===== config.mk =====
export PLATFORM = sky130hd
export DESIGN_NAME = wprx_ctrl
export DESIGN_NICKNAME = d
export VERILOG_FILES = /design/src/hw/wprx_ctrl.v
export VERILOG_INCLUDE_DIRS = /design/src /design/src/hw
export SDC_FILE = /design/constraint.sdc
export NUM_CORES = 1
export LEC_CHECK = 0
export BUFFER_PORTS_ARGS = -buffer_cell sky130_fd_sc_hd__buf_2
export CAP_MARGIN = 0
export CORE_ASPECT_RATIO = 0.6
export CORE_UTILIZATION = 55
export CTS_CLUSTER_SIZE = 20
export DETAILED_ROUTE_END_ITERATION = 12
export GPL_TIMING_DRIVEN = 0
export PLACE_DENSITY = 0.88
export SLEW_MARGIN = 10
export SYNTH_ARGS = -nofsm -noshare
export SYNTH_HDL_FRONTEND = slang
export SYNTH_SLANG_ARGS = --single-unit

===== constraint.sdc =====
create_clock -name aclk -period 4.2 [get_ports aclk]
set_input_delay 0.42 -clock aclk [delete_from_list [all_inputs] [get_ports aclk]]
set_output_delay 0.42 -clock aclk [all_outputs]
set_load 0.02 [all_outputs]

===== src/hw/wprx_defs.vh =====
// Purpose: Constants for the wireless power receiver control sequencer.
// Assumes: 100 MHz aclk; analog comparators arrive as synchronous levels.
// Notes:   Register offsets are byte addresses on an AXI4-Lite slave.
`ifndef WPRX_DEFS_VH
`define WPRX_DEFS_VH

// Register byte offsets
`define WPRX_REG_CTRL      8'h00
`define WPRX_REG_STATUS    8'h04
`define WPRX_REG_IRQ_STAT  8'h08
`define WPRX_REG_IRQ_EN    8'h0c
`define WPRX_REG_IRQ_CLR   8'h10
`define WPRX_REG_TARGET    8'h14
`define WPRX_REG_LAST_PKT  8'h18

// Control register fields
`define WPRX_CTRL_EN_BIT     0
`define WPRX_CTRL_VARIANT_BIT 1
`define WPRX_CTRL_RESET    32'h0000_0001

// Interrupt bit positions
`define WPRX_IRQ_PKT   0
`define WPRX_IRQ_EPT   1
`define WPRX_IRQ_OVP   2
`define WPRX_IRQ_PAD   3
`define WPRX_IRQ_W     4

// Packet headers
`define WPRX_PKT_SIG   8'h01
`define WPRX_PKT_EPT   8'h02
`define WPRX_PKT_CEP   8'h03
`define WPRX_PKT_ID    8'h71
`define WPRX_PKT_CFG   8'h51

// End transfer reasons
`define WPRX_EPT_UNKNOWN 8'h00
`define WPRX_EPT_CHARGED 8'h01
`define WPRX_EPT_FAULT   8'h02
`define WPRX_EPT_HOT     8'h03
`define WPRX_EPT_OVP     8'h04

// Timing
`define WPRX_CLK_MHZ       100
`define WPRX_T_SURGE_MS    30
`define WPRX_T_STEADY_MS   250
`define WPRX_T_LOOP_MS     32
`define WPRX_MS_CYC        (`WPRX_CLK_MHZ * 1000)
`define WPRX_SURGE_CYC     (`WPRX_T_SURGE_MS * `WPRX_MS_CYC)
`define WPRX_STEADY_CYC    (`WPRX_T_STEADY_MS * `WPRX_MS_CYC)
`define WPRX_LOOP_CYC      (`WPRX_T_LOOP_MS * `WPRX_MS_CYC)

// Rectifier targets in mV
`define WPRX_V_STARTUP_MV  16'd8000
`define WPRX_V_BASE_MV     16'd5000
`define WPRX_V_SLOPE_MV    16'd20

`endif


===== src/hw/wprx_ctrl.v =====
// Purpose: Control and packet sequencer of an inductive power receiver.
// Assumes: Comparator and ADC inputs are synchronous to aclk.
// Notes:   Packet transmit is a valid/ready strobe to the modulator.
`timescale 1ns/1ps
`include "wprx_defs.vh"

module wprx_ctrl #(
  parameter [31:0] SURGE_CYC  = `WPRX_SURGE_CYC,
  parameter [31:0] STEADY_CYC = `WPRX_STEADY_CYC,
  parameter [31:0] LOOP_CYC   = `WPRX_LOOP_CYC
) (
  input  wire        aclk,
  input  wire        aresetn,
  // AXI4-Lite slave
  input  wire [7:0]  s_axi_awaddr,
  input  wire        s_axi_awvalid,
  output wire        s_axi_awready,
  input  wire [31:0] s_axi_wdata,
  input  wire [3:0]  s_axi_wstrb,
  input  wire        s_axi_wvalid,
  output wire        s_axi_wready,
  output reg  [1:0]  s_axi_bresp,
  output reg         s_axi_bvalid,
  input  wire        s_axi_bready,
  input  wire [7:0]  s_axi_araddr,
  input  wire        s_axi_arvalid,
  output wire        s_axi_arready,
  output reg  [31:0] s_axi_rdata,
  output reg  [1:0]  s_axi_rresp,
  output reg         s_axi_rvalid,
  input  wire        s_axi_rready,
  // Analog comparator levels and ADC readings
  input  wire        ping_memory_high,
  input  wire        digital_ping,
  input  wire        temp_ctrl_high,
  input  wire        temp_ctrl_low,
  input  wire        hot_trip,
  input  wire        adapter_present,
  input  wire        input_surge,
  input  wire        rect_overvoltage,
  input  wire        internal_fault,
  input  wire [15:0] rect_mv,
  input  wire [6:0]  load_percent,
  // Packet transmitter
  output reg         pkt_valid,
  input  wire        pkt_ready,
  output reg  [7:0]  pkt_header,
  output reg  [7:0]  pkt_payload,
  // Power path and pins
  output reg         out_enable,
  output wire        pad_present_n_o,
  output wire        pad_present_n_oe,
  output wire        host_serial_en,
  output wire        irq
);

  localparam [2:0] ST_IDLE = 3'd0;
  localparam [2:0] ST_SIG  = 3'd1;
  localparam [2:0] ST_CFG  = 3'd2;
  localparam [2:0] ST_ID   = 3'd3;
  localparam [2:0] ST_RAMP = 3'd4;
  localparam [2:0] ST_ACT  = 3'd5;
  localparam [2:0] ST_EPT  = 3'd6;
  localparam [2:0] ST_OFF  = 3'd7;

  reg  [2:0]  state;
  reg  [31:0] ctrl;
  reg  [3:0]  irq_stat;
  reg  [3:0]  irq_en;
  reg  [15:0] target_mv;
  reg  [7:0]  ept_reason;
  reg  [31:0] tmr;
  reg         surge_mode;
  reg         after_surge;
  reg         ovp_seen;
  reg         pad_d;
  reg  [7:0]  next_hdr;
  reg  [7:0]  next_pay;
  reg  [7:0]  cep_err;
  reg         aw_hold;
  reg         w_hold;
  reg  [7:0]  aw_addr;
  reg  [31:0] w_data;
  reg  [3:0]  w_strb;
  reg  [3:0]  ev;

  wire pkt_done = pkt_valid & pkt_ready;
  wire enabled  = ctrl[`WPRX_CTRL_EN_BIT];

  ////////////////////////////////////////////////////////////////////////////
  // End-transfer condition priority, checked from more than one state

  function [8:0] ept_check;
    input adp;
    input flt;
    input hot;
    input tlow;
    input thigh;
    begin
      if (adp)
        ept_check = {1'b1, `WPRX_EPT_UNKNOWN};
      else if (flt)
        ept_check = {1'b1, `WPRX_EPT_FAULT};
      else if (hot || tlow)
        ept_check = {1'b1, `WPRX_EPT_HOT};
      else if (thigh)
        ept_check = {1'b1, `WPRX_EPT_CHARGED};
      else
        ept_check = 9'h000;
    end
  endfunction

  wire [8:0] ept_now = ept_check(adapter_present, internal_fault, hot_trip,
                                 temp_ctrl_low, temp_ctrl_high);

  // Error packet spacing: fast while surging, the slow steady pace after a
  // surge has passed and during the ramp, the loop rate otherwise
  wire [31:0] pace_cyc = surge_mode ? SURGE_CYC :
                         (after_surge || state != ST_ACT) ? STEADY_CYC :
                         LOOP_CYC;

  ////////////////////////////////////////////////////////////////////////////
  // Pad detect open-drain pin: drive low only while memory node holds charge

  // Board pull-up supplies the high level while the pin is released
  assign pad_present_n_o  = 1'b0;
  assign pad_present_n_oe = ping_memory_high;
  // Serial host port exists only when the variant bit is set
  assign host_serial_en   = ctrl[`WPRX_CTRL_VARIANT_BIT];
  assign irq              = |(irq_stat & irq_en);

  ////////////////////////////////////////////////////////////////////////////
  // Control error from target; saturates to a signed byte

  // Low-byte difference is exact here since the error fits in a byte
  always @* begin
    if (rect_overvoltage || rect_mv > target_mv + 16'd127)
      cep_err = 8'h80;
    else if (target_mv > rect_mv + 16'd127)
      cep_err = 8'h7f;
    else
      cep_err = target_mv[7:0] - rect_mv[7:0];
  end

  ////////////////////////////////////////////////////////////////////////////
  // Sequencer: startup handshake, ramp, active loop, end transfer

  always @(posedge aclk) begin
    if (!aresetn) begin
      state       <= ST_IDLE;
      pkt_valid   <= 1'b0;
      pkt_header  <= 8'h00;
      pkt_payload <= 8'h00;
      out_enable  <= 1'b0;
      target_mv   <= `WPRX_V_STARTUP_MV;
      ept_reason  <= 8'h00;
      tmr         <= 32'h0;
      surge_mode  <= 1'b0;
      after_surge <= 1'b0;
      ovp_seen    <= 1'b0;
      ev          <= 4'h0;
    end else begin
      ev <= 4'h0;
      if (pkt_done) begin
        pkt_valid    <= 1'b0;
        ev[`WPRX_IRQ_PKT] <= 1'b1;
      end
      tmr <= tmr + 32'd1;
      case (state)
        ST_IDLE: begin
          out_enable <= 1'b0;
          // The transmitter's extended ping starts the handshake
          if (enabled && digital_ping) begin
            if (ept_now[8]) begin
              ept_reason <= ept_now[7:0];
              state      <= ST_EPT;
            end else
              state <= ST_SIG;
          end
        end
        // Valid falls for one cycle after each take, then the next is offered
        ST_SIG, ST_CFG, ST_ID: begin
          if (!pkt_valid && !pkt_done) begin
            pkt_valid   <= 1'b1;
            pkt_header  <= (state == ST_SIG) ? `WPRX_PKT_SIG :
                           (state == ST_CFG) ? `WPRX_PKT_CFG : `WPRX_PKT_ID;
            pkt_payload <= 8'h00;
          end else if (pkt_done) begin
            // Contract is held once identification is accepted
            state       <= state + 3'd1;
            tmr         <= 32'h0;
            target_mv   <= `WPRX_V_STARTUP_MV;
          end
        end
        ST_RAMP, ST_ACT: begin
          // Any end condition wins over regulation in every pass
          if (ept_now[8] || !enabled) begin
            ept_reason <= ept_now[8] ? ept_now[7:0] : `WPRX_EPT_UNKNOWN;
            out_enable <= 1'b0;
            // A packet already offered stays up until the transmitter takes it
            after_surge <= 1'b0;
            state      <= ST_EPT;
          end else begin
            if (state == ST_ACT)
              target_mv <= `WPRX_V_BASE_MV
                           - `WPRX_V_SLOPE_MV * {9'h000, load_percent};
            if (rect_overvoltage) begin
              out_enable <= 1'b0;
              ovp_seen   <= 1'b1;
              target_mv  <= `WPRX_V_STARTUP_MV;
            end else if (state == ST_RAMP && rect_mv >= `WPRX_V_STARTUP_MV
                         - 16'd200) begin
              out_enable <= 1'b1;
              state      <= ST_ACT;
            end else if (state == ST_ACT)
              out_enable <= 1'b1;
            // Surge/steady change restarts the packet timer
            if (input_surge != surge_mode) begin
              surge_mode <= input_surge;
              // Once a surge ends the steady pace holds until transfer ends
              if (surge_mode)
                after_surge <= 1'b1;
              tmr        <= 32'h0;
            end else if (!pkt_valid && tmr >= pace_cyc) begin
              pkt_valid   <= 1'b1;
              pkt_header  <= `WPRX_PKT_CEP;
              pkt_payload <= cep_err;
              tmr         <= 32'h0;
            end
          end
        end
        ST_EPT: begin
          out_enable <= 1'b0;
          if (!pkt_valid && !pkt_done) begin
            pkt_valid   <= 1'b1;
            pkt_header  <= `WPRX_PKT_EPT;
            pkt_payload <= ept_reason;
          end else if (pkt_done && pkt_header == `WPRX_PKT_EPT) begin
            // A loop packet still pending finishes first and is not counted
            ev[`WPRX_IRQ_EPT] <= 1'b1;
            state <= ST_OFF;
          end
        end
        ST_OFF: begin
          // Transmitter powers down; restart only once the ping ends
          if (!digital_ping)
            state <= ST_IDLE;
        end
        default: state <= ST_IDLE;
      endcase
      if (rect_overvoltage && !ovp_seen)
        ev[`WPRX_IRQ_OVP] <= 1'b1;
      if (!rect_overvoltage)
        ovp_seen <= 1'b0;
      if (pad_d != ping_memory_high)
        ev[`WPRX_IRQ_PAD] <= 1'b1;
    end
  end

  always @(posedge aclk) begin
    if (!aresetn)
      pad_d <= 1'b0;
    else
      pad_d <= ping_memory_high;
  end

  ////////////////////////////////////////////////////////////////////////////
  // AXI4-Lite slave: address and data captured in either order
  // Only one write and one read are ever outstanding, so no IDs are kept

  assign s_axi_awready = !aw_hold && !s_axi_bvalid;
  assign s_axi_wready  = !w_hold && !s_axi_bvalid;
  assign s_axi_arready = !s_axi_rvalid;

  always @(posedge aclk) begin
    if (!aresetn) begin
      aw_hold      <= 1'b0;
      w_hold       <= 1'b0;
      aw_addr      <= 8'h00;
      w_data       <= 32'h0;
      w_strb       <= 4'h0;
      s_axi_bvalid <= 1'b0;
      s_axi_bresp  <= 2'b00;
      s_axi_rvalid <= 1'b0;
      s_axi_rresp  <= 2'b00;
      s_axi_rdata  <= 32'h0;
      ctrl         <= `WPRX_CTRL_RESET;
      irq_en       <= 4'h0;
      irq_stat     <= 4'h0;
    end else begin
      if (s_axi_awvalid && s_axi_awready) begin
        aw_hold <= 1'b1;
        aw_addr <= s_axi_awaddr;
      end
      if (s_axi_wvalid && s_axi_wready) begin
        w_hold <= 1'b1;
        w_data <= s_axi_wdata;
        w_strb <= s_axi_wstrb;
      end
      // Set wins over a clear in the same cycle
      irq_stat <= irq_stat | ev;
      if (aw_hold && w_hold) begin
        aw_hold      <= 1'b0;
        w_hold       <= 1'b0;
        s_axi_bvalid <= 1'b1;
        s_axi_bresp  <= 2'b00;
        case (aw_addr)
          `WPRX_REG_CTRL:
            if (w_strb[0]) ctrl[7:0] <= w_data[7:0];
          `WPRX_REG_IRQ_EN:
            if (w_strb[0]) irq_en <= w_data[3:0];
          `WPRX_REG_IRQ_CLR:
            if (w_strb[0]) irq_stat <= (irq_stat & ~w_data[3:0]) | ev;
          `WPRX_REG_STATUS, `WPRX_REG_IRQ_STAT,
          `WPRX_REG_TARGET, `WPRX_REG_LAST_PKT: ;
          default: s_axi_bresp <= 2'b10;
        endcase
      end
      if (s_axi_bvalid && s_axi_bready)
        s_axi_bvalid <= 1'b0;
      if (s_axi_arvalid && s_axi_arready) begin
        s_axi_rvalid <= 1'b1;
        s_axi_rresp  <= 2'b00;
        case (s_axi_araddr)
          `WPRX_REG_CTRL:     s_axi_rdata <= {24'h0, ctrl[7:0]};
          `WPRX_REG_STATUS:   s_axi_rdata <= {24'h0, ept_reason[3:0],
                                  out_enable, state};
          `WPRX_REG_IRQ_STAT: s_axi_rdata <= {28'h0, irq_stat};
          `WPRX_REG_IRQ_EN:   s_axi_rdata <= {28'h0, irq_en};
          `WPRX_REG_IRQ_CLR:  s_axi_rdata <= 32'h0;
          `WPRX_REG_TARGET:   s_axi_rdata <= {16'h0, target_mv};
          `WPRX_REG_LAST_PKT: s_axi_rdata <= {16'h0, pkt_header, pkt_payload};
          default: begin
            s_axi_rdata <= 32'h0;
            s_axi_rresp <= 2'b10;
          end
        endcase
      end else if (s_axi_rvalid && s_axi_rready)
        s_axi_rvalid <= 1'b0;
    end
  end

endmodule // wprx_ctrl


# [Yosys cells after proc, flatten, opt, wreduce, memory -nomap -nowiden]
# Index checks and enable logic that the tools add are counted.
[op_classes] bitwise_logic=9 n_mul=1 magnitude_cmp=4 add_sub_neg=6 eq_ne=40 n_reduce_logical=57 muxes=76
[op_table] operator="$mux 32" n=5
[op_table] operator="$mux 8" n=16
[op_table] operator="$pmux 16 s6" n=1
[op_table] operator="$mux 16" n=5
[op_table] operator="$pmux 32 s2" n=1
[op_table] operator="$mux 25" n=2
[op_table] operator="$eq 8x5->1 const B" n=6
[op_table] operator="$pmux 8 s3" n=2
[op_table] operator="$mux 9" n=4
[op_table] operator="$add 16x7->16 const B" n=2
[op_table] operator="$add 32x1->32 const B" n=1
[op_table] operator="$eq 8x4->1 const B" n=4
[op_table] operator="$ge 32x25->1" n=1
[op_table] operator="$gt 16x16->1" n=2
[op_table] operator="$pmux 16 s2" n=1
[op_table] operator="$mux 3" n=10
[op_table] operator="$ne 2x2->1 const B" n=13
[op_table] operator="$mux 1" n=18
[op_table] operator="$eq 8x3->1 const B" n=2
[op_table] operator="$ge 16x13->1 const B" n=1
[op_table] operator="$logic_not 8->1" n=2
[op_table] operator="$pmux 8 s2" n=1
[op_table] operator="$pmux 3 s5" n=1
[op_table] operator="$logic_and 1x1->1" n=14
[op_table] operator="36 further kinds" n=78
[totals] out_inout_bits=63 word_cells=220 ff_bits=158 input_bits=92

# [Logic depth before layout (Yosys ltp)]
[depth] ltp_word=10 ltp_mapped=14 depth_no_buf=14

# [Worst setup path after synthesis]
# Ideal clock, no wire load.
[synth_timing] path_type="flip-flop to flip-flop" start="register state[1]" end="register pkt_header[1]" t_arrival_ps=3035 setup_slack_ps=1043 required_ps=4079 period_less_slack_ps=3157 setup_ps=121 n_path_buf=1 path_stages_with_launch=15 path_cell_list="dfxtp_1 inv_1 ha_1 nand3b_4 and2_4 inv_2 ha_1 a21o_1 a221oi_1 o32a_1 a221oi_2 o31ai_2 and2_4 buf_12 mux2_4"
[synth_between] elab_chain_len=8 word_cells_on_any_way=24 classes_between="order compare: 1; eq/ne: 12; mux: 5; reduce/logical: 6"
[synth_rtl] element="from (decl)" line="wprx_ctrl.v:66" source="reg [2:0] state;"
[synth_rtl] element="from (signal assigned)" line="wprx_ctrl.v:190" source="state <= state + 3'd1;"
[synth_rtl] element="$ne 3x3->1" line="wprx_ctrl.v:119" source="(after_surge || state != ST_ACT) ? STEADY_CYC :"
[synth_rtl] element="$logic_or 1x1->1" line="wprx_ctrl.v:119"
[synth_rtl] element="$mux 25" line="wprx_ctrl.v:119"
[synth_rtl] element="$mux 25" line="wprx_ctrl.v:118" source="wire [31:0] pace_cyc = surge_mode ? SURGE_CYC :"
[synth_rtl] element="$ge 32x25->1" line="wprx_ctrl.v:224" source="end else if (!pkt_valid && tmr >= pace_cyc) begin"
[synth_rtl] element="$logic_and 1x1->1" line="wprx_ctrl.v:224"
[synth_rtl] element="$ne 2x2->1 (no line)"
[synth_rtl] element="$reduce_and 6->1 (no line)"
[synth_rtl] element="to (signal assigned)" line="wprx_ctrl.v:185" source="pkt_header <= (state == ST_SIG) ? `WPRX_PKT_SIG :"
[synth_rtl] element="to (signal assigned)" line="wprx_ctrl.v:226" source="pkt_header <= `WPRX_PKT_CEP;"
[synth_rtl] element="to (signal assigned)" line="wprx_ctrl.v:236" source="pkt_header <= `WPRX_PKT_EPT;"
[synth_rtl] element="to (decl)" line="wprx_ctrl.v:47" source="output reg [7:0] pkt_header,"
# Several ways; a longest one is shown, not always the timed one. The select of a mux whose other input is x is not followed.
# A chain may end at the register's enable or synchronous reset.

# [Worst setup path after layout]
# Ends and elaborated chain as after synthesis.

==> results by group <==
Yosys
  – EDFF count, synth: 0
  – Synthesis Warnings: 0
  – Ranking of synthesized cells by area: dfxtp_1 (32%), ha_1 (9.8%), nand2_1 (5.5%), a21oi_1 (4.3%), xnor2_1 (4.0%)
  – Top cell type's share of synthesized area: 31.8%
  – Syn avg cell area: 8.26 sq um
  – Syn Inst Count: 947
  – Asr flop ratio synth: 0%
  – Top-count cell post-synth: dfxtp_1
  – Sequential-to-total area share from yosys stat: 31.8%
  – Synthesized cell area: between 7000 and 8000 sq um
  – Unique cell type count in the Yosys netlist: 76
  – Synth Flop Type: dfxtp_1
  – Yosys top cell by area: dfxtp_1
  – Most frequent cells after synthesis: dfxtp_1 (124), nand2_1 (114), nor2_1 (80)
  – Number of synthesized register bits: 124

Floorplanning
  – Row cnt: 33
  – Initial Utilization: 56.9%
  – Full die area: approximately 15000 sq um
  – Die width: 156 microns
  – Top Ports: 155
  – CORE AREA: 13700 sq um
  – Die H: 94.4 microns

Worst setup path
  – Critical Path Sink Type: flip-flop
  – CP bufs+invs: 3
  – Worst path slowest cell: dfxtp_1
  – Crit path launch type: flip-flop
  – Reg-to-reg critical path startpoint: state[1]$_SDFFE_PN0P_
  – Slowest stage delay, CP: 510 ps
  – Arrival time of the worst setup path: 4110 ps
  – R2r setup slk: 400 ps
  – Critical path class: flip-flop to flip-flop
  – Crit-path max FO: 8
  – Crit path depth: 14
  – Worst R2R Path Depth: 14
  – Worst reg2reg endpoint: pkt_header[1]$_SDFFE_PN0P_
  – Critical Path RT: 4510 ps
  – Critical-path cell list: inv_1 > ha_1 > nand3b_4 > and2_4 > inv_2 > ha_1 > a21o_1 > a221oi_1 > o32a_1 > a221oi_2 > o31ai_2 > and2_4 > buf_12 > mux2_4
  – Top Family by Delay on Critical Path: compound AO/OA/AOI/OAI gates

CTS
  – Number of buffers added for setup after CTS: 0
  – Worst skew pair latency: 420 ps
  – Reg clk slew, reported paths: roughly 60 ps
  – Cts bufs inserted: 17
  – Hold-fix buffer count after cts: 0
  – CTS tree: built
  – Clock Path Buffers: 2
  – H-tree levels: 4
  – Clock sink count: 124
  – Clock Tree Root: clkbuf_16
  – Post_cts resized: 0

Flow run
  – Number of max-cap violations: 0

Routing
  – Vias/cell: 5.94
  – DRT iter0 DRCs: around 880
  – Drt pass-1 iters: 6
  – Wire per inst: ~17 microns
  – # DRC: 0
  – Antenna Nets Post-Route: 0
  – WL final: 22600 microns
  – Routed vias: roughly 7700

Worst hold path
  – Hold Crit Start: s_axi_rready
  – Hold endpoint: s_axi_rvalid$_SDFFE_PN0P_
  – Hold Path Class: input port to flip-flop
  – Hold path depth: 2

Layout
  – P&R area growth vs syn: 17.8%
  – Share of layout cells above drive strength 1: a little under a fifth
  – Number of nets in the layout: about 1200
  – Fillers: 1118
  – # diodes: 0

Timing
  – Worst-margin pin slew: 841 ps
  – Final period util: 90.4%
  – Setup TNS: 0 ps
  – Min cycle time layout: 3800 ps
  – Setup-failing EPs final: 0
  – Fmax: 0.263 GHz
  – Setup Skew: 7.01 ps
  – Slew margin rel.: 43.5%
  – Final hold violations: 0
  – Final Slew Violations: 0
  – RSZ-0062 raised after global routing: false

Placed design
  – GP Congestion: 0.976
  – Post-DP HPWL: roughly 17000 microns
  – IO buf count: just over 100

GRT
  – Grt ovf: 0
  – Maximum number of pins on one net before global-route repair: 17
  – Initial antenna violation count: 0
  – First-pass GRT wire length: 35400 microns
  – Gr usage total: 31.3%
  – Vias in the first global route: just under 7000

Outcome
  – Status: completed

Power
  – Leakage power: 4.07 nW
  – Worst-case vdd ir drop: 257 uV
  – Pwr/cell area: 430 nW/um^2
  – Tot Pwr: around 4.0 mW
-- area by class of cell --
| type | count | area (sq um) | area share [%] |
|---|---|---|---|
| repair buffers | 101 | 505 | 5.49 |
| well taps | 192 | 240 | 2.61 |
| clock buffers | 18 | 429 | 4.66 |
| multi-input cells | 751 | 4930 | 53.5 |
| flip-flops and latches | 124 | 2480 | 26.9 |
| inverters | 32 | 121 | 1.32 |
| plain buffers | 62 | 370 | 4.02 |
| clock inverters | 14 | 138 | 1.49 |
-- per-layer routing --
layer	GRT usage, %	share of wire, %	vias to the layer above
met5	0	0	-
met4	9.80	1.8	0
met3	9.50	13	45
met2	44.1	40	458
met1	45.3	45	3539
li1	-	-	3646
-- worst max path at each step --
stage / start / end
after floorplan: state[1]$_SDFFE_PN0P_ / pkt_header[1]$_SDFFE_PN0P_
final: state[1]$_SDFFE_PN0P_ / pkt_header[1]$_SDFFE_PN0P_
after global placement: state[1]$_SDFFE_PN0P_ / pkt_header[1]$_SDFFE_PN0P_
after global routing: state[1]$_SDFFE_PN0P_ / tmr[27]$_SDFF_PN0_
after CTS: state[1]$_SDFFE_PN0P_ / pkt_header[1]$_SDFFE_PN0P_
after detailed placement: state[1]$_SDFFE_PN0P_ / pkt_header[1]$_SDFFE_PN0P_
-- through the flow --
step	instances	utilization [%]	hold slack (ps)	setup slack (ps)	instance area, sq um
after floorplan	969	-	391	1040	7900
after global placement	1262	62.9	396	527	8650
after detailed placement	1262	62.9	406	560	8650
after CTS	1294	67.0	183	538	9210
after global routing	1294	67.0	191	227	9210
final	1294	67.0	183	404	9210
-- layout by cell type, fill, tap and decap left out, types with 5 or more instances in the layout --
cell type,instances
dfxtp_1,124
nand2_1,114
buf_2,111
nor2_1,80
a21oi_1,67
ha_1,61
nor3_1,57
nand3_1,38
xnor2_1,36
xor2_1,31
inv_1,29
buf_4,25
mux2i_1,24
clkbuf_1,23
conb_1,23
and3_1,22
o21ai_0,20
nand4_1,17
clkbuf_16,17
and2_1,11
a221oi_1,10
a211oi_1,10
o211ai_1,9
nor4_1,8
nand2b_1,8
nor2b_1,7
a31oi_1,6
o21bai_1,6
or2_2,6
a22oi_1,5
o21a_1,5
inv_6,5
-- power breakdown --
group | internal, mW | total (mW) | switching (mW)
sequential | 1.25 | 1.36 | 0.112
combinational | 0.472 | 1.18 | 0.706
clock | 0.827 | 1.42 | 0.594
total | 2.55 | 3.96 | 1.41
-- sequential cells by signal, summed over array words and instances, names as in the netlist, 2 cells and up --
name,flops
tmr,32
s_axi_rdata,15
target_mv,11
aw_addr,8
ctrl,8
pkt_payload,8
w_data,8
ev,4
irq_en,4
irq_stat,4
pkt_header,4
state,3
ept_reason,2
-- cells by family after synthesis --
| logic type | share of synthesized area, % |
|---|---|
| buf+inv | 6.29 |
| mux | 4.85 |
| compound gates | 15.2 |
| other cells | 0.0480 |
| simple gates | 24.3 |
| xor+xnor | 7.51 |
| flops | 31.8 |
| fa+ha+maj | 10.0 |
Power figures use the tool's default switching activity.
